[config.mk]
export PLATFORM = sky130hd
export DESIGN_NAME = fpcs_cfg_top
export DESIGN_NICKNAME = d
export VERILOG_FILES = /design/src/fpcs_pkg.sv /design/src/fpcs_desc_timer.sv /design/src/fpcs_link_qual.sv /design/src/fpcs_cfg_top.sv
export SDC_FILE = /design/constraint.sdc
export NUM_CORES = 1
export LEC_CHECK = 0
export ABC_CLOCK_PERIOD_IN_PS = 2800
export BUFFER_PORTS_ARGS = -buffer_cell sky130_fd_sc_hd__buf_2
export CORE_UTILIZATION = 40
export DETAILED_ROUTE_END_ITERATION = 8
export PLACE_DENSITY = 0.74
export SLEW_MARGIN = 25
export SYNTH_ARGS = -nofsm -noshare
export SYNTH_HDL_FRONTEND = slang
export SYNTH_SLANG_ARGS = --single-unit
[constraint.sdc]
create_clock -name clk_i -period 2.8 [get_ports clk_i]
set_input_delay 0.14 -clock clk_i [delete_from_list [all_inputs] [get_ports clk_i]]
set_output_delay 0.14 -clock clk_i [all_outputs]
set_load 0.005 [all_outputs]
[src/fpcs_pkg.sv]
`default_nettype none
package fpcs_pkg;

  // register word indices; byte address is four times the index
  localparam logic [5:0] FPCS_CFG_IDX = 6'h16;
  localparam logic [5:0] FPCS_STAT_IDX = 6'h17;

  // bit positions of the configuration word
  localparam int FPCS_POLICY_BIT = 8;
  localparam int FPCS_TMO_SEL_BIT = 7;
  localparam int FPCS_FIBER_BIT = 6;
  localparam int FPCS_FORCE_BIT = 5;
  localparam int FPCS_RSVD_BIT = 4;
  localparam int FPCS_FAR_FAULT_BIT = 3;
  localparam int FPCS_TRANS_BIT = 2;
  localparam int FPCS_WHITEN_BIT = 1;
  localparam int FPCS_DEWHITEN_BIT = 0;

  // bit positions of the status word
  localparam int FPCS_ST_LINK_BIT = 0;
  localparam int FPCS_ST_LOCK_BIT = 1;
  localparam int FPCS_ST_FORCE_BIT = 2;
  localparam int FPCS_ST_STRAP_BIT = 3;
  localparam int FPCS_ST_SIGNAL_BIT = 4;

  // descrambler timeouts
  localparam int unsigned FPCS_CLK_PERIOD_NS = 20;
  localparam int unsigned FPCS_TMO_SHORT_US = 722;
  localparam int unsigned FPCS_TMO_LONG_MS = 2;
  localparam int unsigned FPCS_TMO_SHORT_CYC = FPCS_TMO_SHORT_US * 1000 / FPCS_CLK_PERIOD_NS;
  localparam int unsigned FPCS_TMO_LONG_CYC = FPCS_TMO_LONG_MS * 1000000 / FPCS_CLK_PERIOD_NS;
  localparam int FPCS_TMO_W = 17;

  typedef struct packed {
    logic link_hold_policy;
    logic descrambler_timeout_select;
    logic fiber_mode_enable;
    logic force_good_link;
    logic far_fault_indication_enable;
    logic transition_bypass;
    logic whitening_skip;
    logic dewhitening_skip;
  } fpcs_cfg_t;

  localparam fpcs_cfg_t FPCS_CFG_RST = '{
    link_hold_policy: 1'b1,
    default: 1'b0
  };

  // packs the configuration into its 16-bit register image
  function automatic logic [15:0] fpcs_cfg_word(input fpcs_cfg_t c);
    logic [15:0] w;
    w = 16'h0000;
    w[FPCS_POLICY_BIT] = c.link_hold_policy;
    w[FPCS_TMO_SEL_BIT] = c.descrambler_timeout_select;
    w[FPCS_FIBER_BIT] = c.fiber_mode_enable;
    w[FPCS_FORCE_BIT] = c.force_good_link;
    w[FPCS_FAR_FAULT_BIT] = c.far_fault_indication_enable;
    w[FPCS_TRANS_BIT] = c.transition_bypass;
    w[FPCS_WHITEN_BIT] = c.whitening_skip;
    w[FPCS_DEWHITEN_BIT] = c.dewhitening_skip;
    return w;
  endfunction

endpackage
`default_nettype wire

[src/fpcs_desc_timer.sv]
`timescale 1ns/100ps
`default_nettype none
module fpcs_desc_timer
  import fpcs_pkg::*;
#(
  parameter int unsigned SHORT_CYC = FPCS_TMO_SHORT_CYC,
  parameter int unsigned LONG_CYC = FPCS_TMO_LONG_CYC
) (
  input wire logic clk_i,
  input wire logic rst_i,
  input wire logic sync_seen_i,
  input wire logic long_sel_i,
  input wire logic bypass_i,
  output logic lock_o
);

  logic [FPCS_TMO_W-1:0] cnt_q;
  logic [FPCS_TMO_W-1:0] limit;
  logic lock_q;

  assign limit = long_sel_i ? FPCS_TMO_W'(LONG_CYC - 1) : FPCS_TMO_W'(SHORT_CYC - 1);
  assign lock_o = lock_q;

  // silence counter since the last sync pattern
  always_ff @(posedge clk_i) begin
    if (rst_i || bypass_i || sync_seen_i || !lock_q) begin
      cnt_q <= '0;
    end else if (cnt_q == limit) begin
      cnt_q <= '0;
    end else begin
      cnt_q <= cnt_q + 1'b1;
    end
  end

  // lock drops after the selected timeout of silence
  always_ff @(posedge clk_i) begin
    if (rst_i) begin
      lock_q <= 1'b0;
    end else if (bypass_i || sync_seen_i) begin
      lock_q <= 1'b1;
    end else if (lock_q && cnt_q == limit) begin
      lock_q <= 1'b0;
    end
  end
endmodule
`default_nettype wire

[src/fpcs_link_qual.sv]
`timescale 1ns/100ps
`default_nettype none
module fpcs_link_qual
  import fpcs_pkg::*;
(
  input wire logic clk_i,
  input wire logic rst_i,
  input wire logic hold_policy_i,
  input wire logic signal_valid_i,
  input wire logic lock_i,
  output logic up_o
);

  typedef enum logic {FPCS_DOWN, FPCS_UP} fpcs_link_st_t;
  fpcs_link_st_t state_q;
  fpcs_link_st_t state_d;

  always_comb begin
    state_d = state_q;
    case (state_q)
      FPCS_DOWN: begin
        if (signal_valid_i && lock_i) begin
          state_d = FPCS_UP;
        end
      end
      FPCS_UP: begin
        if (!signal_valid_i) begin
          state_d = FPCS_DOWN;
        end else if (!hold_policy_i && !lock_i) begin
          state_d = FPCS_DOWN;
        end
      end
      default: state_d = FPCS_DOWN;
    endcase
  end

  always_ff @(posedge clk_i) begin
    if (rst_i) begin
      state_q <= FPCS_DOWN;
    end else begin
      state_q <= state_d;
    end
  end

  assign up_o = (state_q == FPCS_UP);

endmodule
`default_nettype wire

[src/fpcs_cfg_top.sv]
// The Wishbone slave port was chosen for this implementation.
`timescale 1ns/100ps
`default_nettype none
module fpcs_cfg_top
  import fpcs_pkg::*;
#(
  parameter int unsigned SHORT_TMO_CYC = FPCS_TMO_SHORT_CYC,
  parameter int unsigned LONG_TMO_CYC = FPCS_TMO_LONG_CYC
) (
  input wire logic clk_i,
  input wire logic rst_i,
  input wire logic wb_cyc_i,
  input wire logic wb_stb_i,
  input wire logic wb_we_i,
  input wire logic [7:0] wb_adr_i,
  input wire logic [3:0] wb_sel_i,
  input wire logic [31:0] wb_dat_i,
  output logic [31:0] wb_dat_o,
  output logic wb_ack_o,
  input wire logic fiber_strap_i,
  input wire logic external_force_link_input_i,
  input wire logic signal_valid_i,
  input wire logic descrambler_sync_i,
  output logic link_up_o,
  output logic descrambler_lock_o,
  output logic force_good_link_o,
  output logic fiber_mode_enable_o,
  output logic far_fault_indication_enable_o,
  output logic transition_bypass_o,
  output logic whitening_skip_o,
  output logic dewhitening_skip_o,
  output logic descrambler_timeout_select_o
);

  fpcs_cfg_t cfg_q;
  logic strap_pend_q;
  logic strap_q;
  logic ack_q;
  logic [31:0] dat_q;
  logic link_q;
  logic force_q;
  logic lock;
  logic qual_up;
  logic req_take;
  logic [5:0] idx;
  logic cfg_wr;
  logic [15:0] stat_word;

  assign idx = wb_adr_i[7:2];
  assign req_take = wb_cyc_i && wb_stb_i && !ack_q;
  assign cfg_wr = req_take && wb_we_i && idx == FPCS_CFG_IDX;

  // strap capture on the first clock after reset
  always_ff @(posedge clk_i) begin
    if (rst_i) begin
      strap_pend_q <= 1'b1;
    end else begin
      strap_pend_q <= 1'b0;
    end
  end

  always_ff @(posedge clk_i) begin
    if (rst_i) begin
      strap_q <= 1'b0;
    end else if (strap_pend_q) begin
      strap_q <= fiber_strap_i;
    end
  end

  // configuration word
  always_ff @(posedge clk_i) begin
    if (rst_i) begin
      cfg_q <= FPCS_CFG_RST;
    end else if (strap_pend_q) begin
      cfg_q.fiber_mode_enable <= fiber_strap_i;
      cfg_q.far_fault_indication_enable <= fiber_strap_i;
      cfg_q.whitening_skip <= fiber_strap_i;
      cfg_q.dewhitening_skip <= fiber_strap_i;
    end else if (cfg_wr) begin
      if (wb_sel_i[1]) begin
        cfg_q.link_hold_policy <= wb_dat_i[FPCS_POLICY_BIT];
      end
      if (wb_sel_i[0]) begin
        cfg_q.descrambler_timeout_select <= wb_dat_i[FPCS_TMO_SEL_BIT];
        cfg_q.fiber_mode_enable <= wb_dat_i[FPCS_FIBER_BIT];
        cfg_q.force_good_link <= wb_dat_i[FPCS_FORCE_BIT];
        cfg_q.far_fault_indication_enable <= wb_dat_i[FPCS_FAR_FAULT_BIT];
        cfg_q.transition_bypass <= wb_dat_i[FPCS_TRANS_BIT];
        cfg_q.whitening_skip <= wb_dat_i[FPCS_WHITEN_BIT];
        cfg_q.dewhitening_skip <= wb_dat_i[FPCS_DEWHITEN_BIT];
      end
    end
  end

  // status image
  always_comb begin
    stat_word = 16'h0000;
    stat_word[FPCS_ST_LINK_BIT] = link_q;
    stat_word[FPCS_ST_LOCK_BIT] = lock;
    stat_word[FPCS_ST_FORCE_BIT] = force_q;
    stat_word[FPCS_ST_STRAP_BIT] = strap_q;
    stat_word[FPCS_ST_SIGNAL_BIT] = signal_valid_i;
  end

  // wishbone answer, one cycle after the request is taken
  always_ff @(posedge clk_i) begin
    if (rst_i) begin
      ack_q <= 1'b0;
    end else begin
      ack_q <= req_take;
    end
  end

  always_ff @(posedge clk_i) begin
    if (rst_i) begin
      dat_q <= 32'h0000_0000;
    end else if (req_take && !wb_we_i) begin
      case (idx)
        FPCS_CFG_IDX: dat_q <= {16'h0000, fpcs_cfg_word(cfg_q)};
        FPCS_STAT_IDX: dat_q <= {16'h0000, stat_word};
        default: dat_q <= 32'h0000_0000;
      endcase
    end
  end

  // descrambler lock tracking
  fpcs_desc_timer #(
    .SHORT_CYC(SHORT_TMO_CYC),
    .LONG_CYC(LONG_TMO_CYC)
  ) u_timer (
    .clk_i(clk_i),
    .rst_i(rst_i),
    .sync_seen_i(descrambler_sync_i),
    .long_sel_i(cfg_q.descrambler_timeout_select),
    .bypass_i(cfg_q.dewhitening_skip),
    .lock_o(lock)
  );

  // link qualification
  fpcs_link_qual u_qual (
    .clk_i(clk_i),
    .rst_i(rst_i),
    .hold_policy_i(cfg_q.link_hold_policy),
    .signal_valid_i(signal_valid_i),
    .lock_i(lock),
    .up_o(qual_up)
  );

  // forced link overrides the qualified state
  always_ff @(posedge clk_i) begin
    if (rst_i) begin
      force_q <= 1'b0;
    end else begin
      force_q <= cfg_q.force_good_link | external_force_link_input_i;
    end
  end

  always_ff @(posedge clk_i) begin
    if (rst_i) begin
      link_q <= 1'b0;
    end else begin
      link_q <= qual_up | cfg_q.force_good_link | external_force_link_input_i;
    end
  end

  assign wb_ack_o = ack_q;
  assign wb_dat_o = dat_q;
  assign link_up_o = link_q;
  assign descrambler_lock_o = lock;
  assign force_good_link_o = force_q;
  assign fiber_mode_enable_o = cfg_q.fiber_mode_enable;
  assign far_fault_indication_enable_o = cfg_q.far_fault_indication_enable;
  assign transition_bypass_o = cfg_q.transition_bypass;
  assign whitening_skip_o = cfg_q.whitening_skip;
  assign dewhitening_skip_o = cfg_q.dewhitening_skip;
  assign descrambler_timeout_select_o = cfg_q.descrambler_timeout_select;
endmodule
`default_nettype wire

==> results of run 1 <==
==> layer usage <==
metal,wire [µm],part of all wire,up-vias,global-route usage
met5,0,0,-,0
met2,1796,0.46,58,0.2596
li1,-,-,796,-
met1,1791,0.46,709,0.2121
met4,67,0.017,0,0.07333
met3,215,0.056,6,0.04558
==> synth_stat cells <==
cell / instances / area share
nand3_1: 8 / 0.021
or2_2: 1 / 0.0033
and3_1: 1 / 0.0033
nor3_1: 4 / 0.011
nor2_1: 35 / 0.069
buf_4: 23 / 0.091
a21o_1: 1 / 0.0040
nand3b_1: 1 / 0.0040
xor2_1: 2 / 0.0092
buf_6: 1 / 0.0059
mux2i_1: 7 / 0.037
o31ai_4: 1 / 0.011
xnor2_1: 13 / 0.060
nand4b_1: 3 / 0.014
conb_1: 1 / 0.0020
nand4bb_1: 1 / 0.0059
dfxtp_1: 41 / 0.43
a41oi_1: 1 / 0.0046
nor3b_1: 1 / 0.0040
nand3_4: 1 / 0.0092
nor4_1: 8 / 0.026
ha_1: 1 / 0.0066
nand2_1: 12 / 0.024
nor4b_1: 1 / 0.0046
a21oi_1: 13 / 0.034
o31ai_1: 1 / 0.0040
nand4_1: 7 / 0.023
nand2b_1: 3 / 0.0099
a221oi_1: 4 / 0.018
o21ai_0: 7 / 0.018
clkbuf_1: 4 / 0.0079
or4_1: 1 / 0.0040
o31a_1: 1 / 0.0046
inv_1: 6 / 0.012
==> stage by stage <==
step,power (mW),hold slack (ns)
3_5_place_dp,0.6919,0.3647
6_report,1.064,0.06583
2_1_floorplan,0.6793,0.1677
4_1_cts,1.076,0.05784
3_3_place_gp,0.6909,0.3650
5_1_grt,1.116,0.07414
==> worst max-delay path by stage <==
stage                        endpoint  slack (ns)  cells after the start
CTS                 u_timer.cnt_q[15]        0.89                      4
floorplan           u_timer.cnt_q[11]        1.21                      6
finish               u_timer.cnt_q[2]        0.92                      4
global placement    u_timer.cnt_q[14]        0.92                      4
global route         u_timer.cnt_q[7]        0.75                      4
detailed placement   u_timer.cnt_q[2]        0.92                      4
==> layout by cell type, fill, tap and decap left out, drive strengths merged, types with 6 or more instances in the layout <==
master,n
buf,43
dfxtp,41
nor2,35
conb,23
a21oi,13
xnor2,13
nand2,12
nand3,9
nor4,8
nand4,7
o21ai,7
mux2i,7
clkbuf,7
inv,6
==> registers in the layout, indices dropped and copies added (netlist names) <==
signal                         cells
cfg_q                              2
descrambler_timeout_select_o       1
dewhitening_skip_o                 1
far_fault_indication_enable_o      1
fiber_mode_enable_o                1
force_good_link_o                  1
link_up_o                          1
strap_pend_q                       1
strap_q                            1
transition_bypass_o                1
u_qual.up_o                        1
u_timer.cnt_q                     17
u_timer.lock_o                     1
wb_ack_o                           1
wb_dat_o                           9
whitening_skip_o                   1
==> kinds of logic (layout without fill, tap and decap cells) <==
logic type / Yosys count / after routing / share of synthesized area
AND/OR/NAND/NOR: 88 / 88 / 0.2362
flip-flops: 41 / 41 / 0.4327
buffers and inverters: 34 / 56 / 0.1168
AO/OA/AOI/OAI: 29 / 29 / 0.09960
XOR/XNOR: 15 / 15 / 0.06926
multiplexers: 7 / 7 / 0.03694
adder cells (fa/ha/maj): 1 / 1 / 0.006595
other: 1 / 23 / 0.001977
==> worst register-to-register path, delay by kind of cell (launching register included) <==
| kind | cells | cell delay [ns] |
|---|---|---|
| simple gates | 2 | 0.28 |
| flops | 1 | 0.48 |
| compound gates | 2 | 0.98 |
==> area by class of cell <==
| cell class | count | area [µm²] |
|---|---|---|
| clock buffer | 7 | 86.33 |
| tap | 52 | 65.06 |
| fill | 451 | 2297 |
| inverter | 6 | 22.52 |
| timing repair buffer | 43 | 215.2 |
| sequential | 41 | 820.8 |
| multi-input combinational | 163 | 937.1 |
==> power breakdown <==
part           internal (mW)  leakage (nW)  switching [mW]  total [mW]
clock                  0.195        0.0443           0.189       0.384
combinational         0.0316         0.482          0.0413      0.0730
sequential             0.596         0.334          0.0104       0.607
total                  0.823         0.860           0.240        1.06
==> impl_metrics.toml, run 1 <==
[run_status]
outcome = "complete, no violations"

[sta]
layout_setup_ws_ns = 0.9207
post-route-min-period_ns = 1.879
slew_headroom = 0.5493
tns_ns = 0
hold_viol_final = 0
max_freq_ghz = 0.5321
tightest_slew_ns = 0.6760
finClkSkew_ns = 0.002981
setup_viol = 0
rsz0062_at_grt = "no"
final_max_slew_viol_count = 0
post-route-period-util = 0.6712

[cells_and_area]
final_area_um2 = 2147
stdcell_count = 312
drive_above_1_share = 0.2000
final_core_util = 0.4831
antennaDiodeCount = 0
nNetsFinal = 314
syn2layout_area_growth_pct = 13.19

[global_routing]
grt_pass1_wl_um = 6423
grt_pass1_vias = 1342
grt.total_usage = 0.1651
grt_overflow = 0
antenna_found_initial = 0
grt_max_degree = 18

[clock_tree]
clock_path_buffers = 2
cts-htree-levels = 2
tritoncts = "built"
clk_pin_slew_ns = 0.07
insertion_delay_ns = 0.29
root_buffer = "clkbuf_8"
post_cts_buffers = 0
ctsResizeCount = 0
cts_buffers = 5
clock_sinks = 41
cts_hold_buf = 0

[worst_setup_path]
cp.buffers_inverters = 0
critical_path_class = "reg -> reg"
path_max_fanout = 17
crit_start = "u_timer.cnt_q[2]"
critPathArrivalTime_ns = 2.03
cp_slowest_cell = "o31ai_4"
worst_r2r_path_depth = 4
r2r-start = "u_timer.cnt_q[2]"
required_ns = 2.95
slowest_delay_ns = 0.64
critical_path.cell_chain = "nand3_4, o31a_1, o31ai_4, nor2_1"
start_kind = "flop"
end_kind = "flop"
cp_top_family = "compound AO/OA/AOI/OAI gates"
r2r_slack_ns = 0.92
r2r-end = "u_timer.cnt_q[2]"

[logic_synthesis]
synthCells = 216
synth_seq_cells = 41
syn_area_per_cell_um2 = 8.782
ys_types = 34
ys_seq_area_frac = 0.4327
syn_area_um2 = 1897
yosys_warnings = 0

[detailed_routing]
wl_per_cell_um = 12.41
route.detailed.drc = 0
viasPerCell = 5.029
drt_iter0_drc = 100
drt-pass1-iter-count = 6
final_antenna_net_count = 0
detailroute.via_count = 1569
finalWirelength_um = 3871

[placement]
hpwl_um = 2708
routabilityCongestion = 0.8891
post-place-ws_ns = 0.9182
port_buffers = 43
placed_cells = 305
place_area_um2 = 2061

[pwr]
p_per_area_nw_per_um2 = 495.4
cellLeakagePower_nw = 0.8604
max-vdd-ir-drop_mv = 0.2950

[floorplanning]
coreArea_um2 = 4444
row_count = 24
die_h_um = 70.86
dieArea_um2 = 5021
initial_core_util = 0.4268
io_pins = 95
die_w_um = 70.86

[min_path]
min_to = "cfg_q[7]"
hold_class = "in -> reg"
hold_depth = 3
hp-start = "wb_dat_i[8]"

[run]
cap_violations = 0
(Power assumes the default switching activity.)
==> run 2, diff against run 1 <==
--- a/config.mk
+++ b/config.mk
@@ -5,7 +5,7 @@
 export SDC_FILE = /design/constraint.sdc
 export NUM_CORES = 1
 export LEC_CHECK = 0
-export ABC_CLOCK_PERIOD_IN_PS = 2800
+export ABC_CLOCK_PERIOD_IN_PS = 1800
 export BUFFER_PORTS_ARGS = -buffer_cell sky130_fd_sc_hd__buf_2
 export CORE_UTILIZATION = 40
 export DETAILED_ROUTE_END_ITERATION = 8
==> constraint.sdc (replaced) <==
create_clock -name clk_i -period 1.8 [get_ports clk_i]
set_input_delay 0.09 -clock clk_i [delete_from_list [all_inputs] [get_ports clk_i]]
set_output_delay 0.09 -clock clk_i [all_outputs]
set_load 0.005 [all_outputs]
==> run 2 against run 1 <==
Against the previous run: critical endpoint is now u_timer.cnt_q[16]; clock-buffer cell count fell by 2; total power rose by 70%; wire length fell by 1.9%; highest routed layer unchanged; the flow now finishes with violations (design-rule violations); register-to-register slack got worse by 0.72 ns; setup slack got worse by 0.72 ns; via count rose by 2.4%.
==> impl_metrics.toml, run 2 (synthesis results as in run 1) <==
[worst_setup_path]
cp_slowest_cell = "dfxtp_1"
critical_path_class = "reg -> reg"
end_kind = "flop"
cp.buffers_inverters = 1
slowest_delay_ns = 0.48
critical_path.cell_chain = "nand3_4, o31a_1, o31ai_4, buf_12, nor2_1"
critPathArrivalTime_ns = 1.79
required_ns = 2.00
path_max_fanout = 17
cp_top_family = "compound AO/OA/AOI/OAI gates"
start_kind = "flop"

[clock_tree]
clk_pin_slew_ns = 0.08
tritoncts = "built"
clock_path_buffers = 2
cts-htree-levels = 2
cts_buffers = 5
insertion_delay_ns = 0.30
post_cts_buffers = 0
ctsResizeCount = 0
clock_sinks = 41
root_buffer = "clkbuf_8"
cts_hold_buf = 0

[sta]
tightest_slew_ns = 0.5611
finClkSkew_ns = 0.007168
setup_viol = 0
rsz0062_at_grt = "no"
post-route-period-util = 0.8867
holdWs_ns = 0.02055
tns_ns = 0
layout_setup_ws_ns = 0.2039
post-route-min-period_ns = 1.596
max_freq_ghz = 0.6265
final_max_slew_viol_count = 0
hold_viol_final = 0
slew_headroom = 0.6245

[detailed_routing]
detailroute.via_count = 1607
final_antenna_net_count = 0
wl_per_cell_um = 11.94
drt-pass1-iter-count = 8
drt_iter0_drc = 109
finalWirelength_um = 3798
viasPerCell = 5.053
route.detailed.drc = 20

[placement]
post-place-ws_ns = 0.2049
port_buffers = 43
hpwl_um = 2777
place_area_um2 = 2111
routabilityCongestion = 0.8764

[run_status]
outcome = "finished, violations left"
violations = "design-rule violations"

[global_routing]
antenna_found_initial = 0
grt_max_degree = 18
grt_pass1_vias = 1474
grt_pass1_wl_um = 6568
grt.total_usage = 0.1652
grt_overflow = 0

[floorplanning]
die_h_um = 70.86
initial_core_util = 0.4268
row_count = 24
io_pins = 95
dieArea_um2 = 5021
coreArea_um2 = 4444
die_w_um = 70.86

[run]
cap_violations = 0

[pwr]
clockPowerShare = 0.412
seq_power_share = 0.522
max-vdd-ir-drop_mv = 0.3498
intPower_mw = 1.396
cellLeakagePower_nw = 0.9025
swShare = 0.2270
pwr-share-comb = 0.066
p_per_area_nw_per_um2 = 811.3
net-switching-power_mw = 0.4098

[cells_and_area]
mostFrequentLayoutCells = "43 x buf_2, 41 x dfxtp_1, 35 x nor2_1"
drive_above_1_share = 0.2218
final_area_um2 = 2226
nNetsFinal = 319
largest_reg_flops = 17
regMostFlops = "u_timer.cnt_q"
final_common_cell = "buf_2"
syn2layout_area_growth_pct = 17.35
final_core_util = 0.5008
fillers = 440
antennaDiodeCount = 0

[min_path]
hold_class = "in -> reg"
## run 2: cell count changes in the layout (fill, tap and decap cells not counted), sizes merged
cell      before  now
clkinvlp       0    1
clkinv         0    1
buf           43   48
bufinv         0    1
clkbuf         7    5
## run 2: layer usage
metal  track usage  share of wire  up-vias
li1              -              -      805
met5             0              0        -
met1        0.1929           0.44      734
met3       0.05983          0.077        8
met4       0.06889          0.020        0
met2        0.2746           0.46       60
## run 2: power groups by stage
stage          clock [mW]  sequential, mW  combinational [mW]
6_report            0.744           0.942               0.119
5_1_grt             0.815           0.946               0.135
4_1_cts             0.759           0.942               0.120
3_5_place_dp            0           0.964               0.119
3_3_place_gp            0           0.963               0.117
2_1_floorplan           0           0.963              0.0939
## run 2: worst reg2reg max path, stage by stage, from the launching register on
cell and delay, ns:
dfxtp_1 0.48, nand3_4 0.16, o31a_1 0.35, o31ai_4 0.29, buf_12 0.18, nor2_1 0.05
## run 2: final timing paths
kind,cells past startpoint,slack (ns),start,to
worst min register to register,2,0.45,wb_dat_o[6],wb_dat_o[6]
worst max register to register,5,0.20,u_timer.cnt_q[2],u_timer.cnt_q[16]
worst min-delay path,3,0.02,wb_dat_i[8],cfg_q[7]
worst max-delay path,5,0.20,u_timer.cnt_q[2],u_timer.cnt_q[16]
## run 2: cell type report
| cell class | instances | area, µm² | share of cell area |
|---|---|---|---|
| sequential | 41 | 820.8 | 0.3687 |
| clock inverter | 3 | 46.29 | 0.02080 |
| multi-input combinational | 163 | 937.1 | 0.4210 |
| clock buffer | 5 | 68.82 | 0.03092 |
| inverter | 6 | 22.52 | 0.01012 |
| tap | 52 | 65.06 | 0.02923 |
| timing repair buffer | 48 | 265.3 | 0.1192 |
## run 2: through the flow
step | instances | power, mW
3_5_place_dp | 310 | 1.083
5_1_grt | 318 | 1.895
3_3_place_gp | 310 | 1.080
4_1_cts | 318 | 1.821
2_1_floorplan | 238 | 1.057
6_report | 318 | 1.806
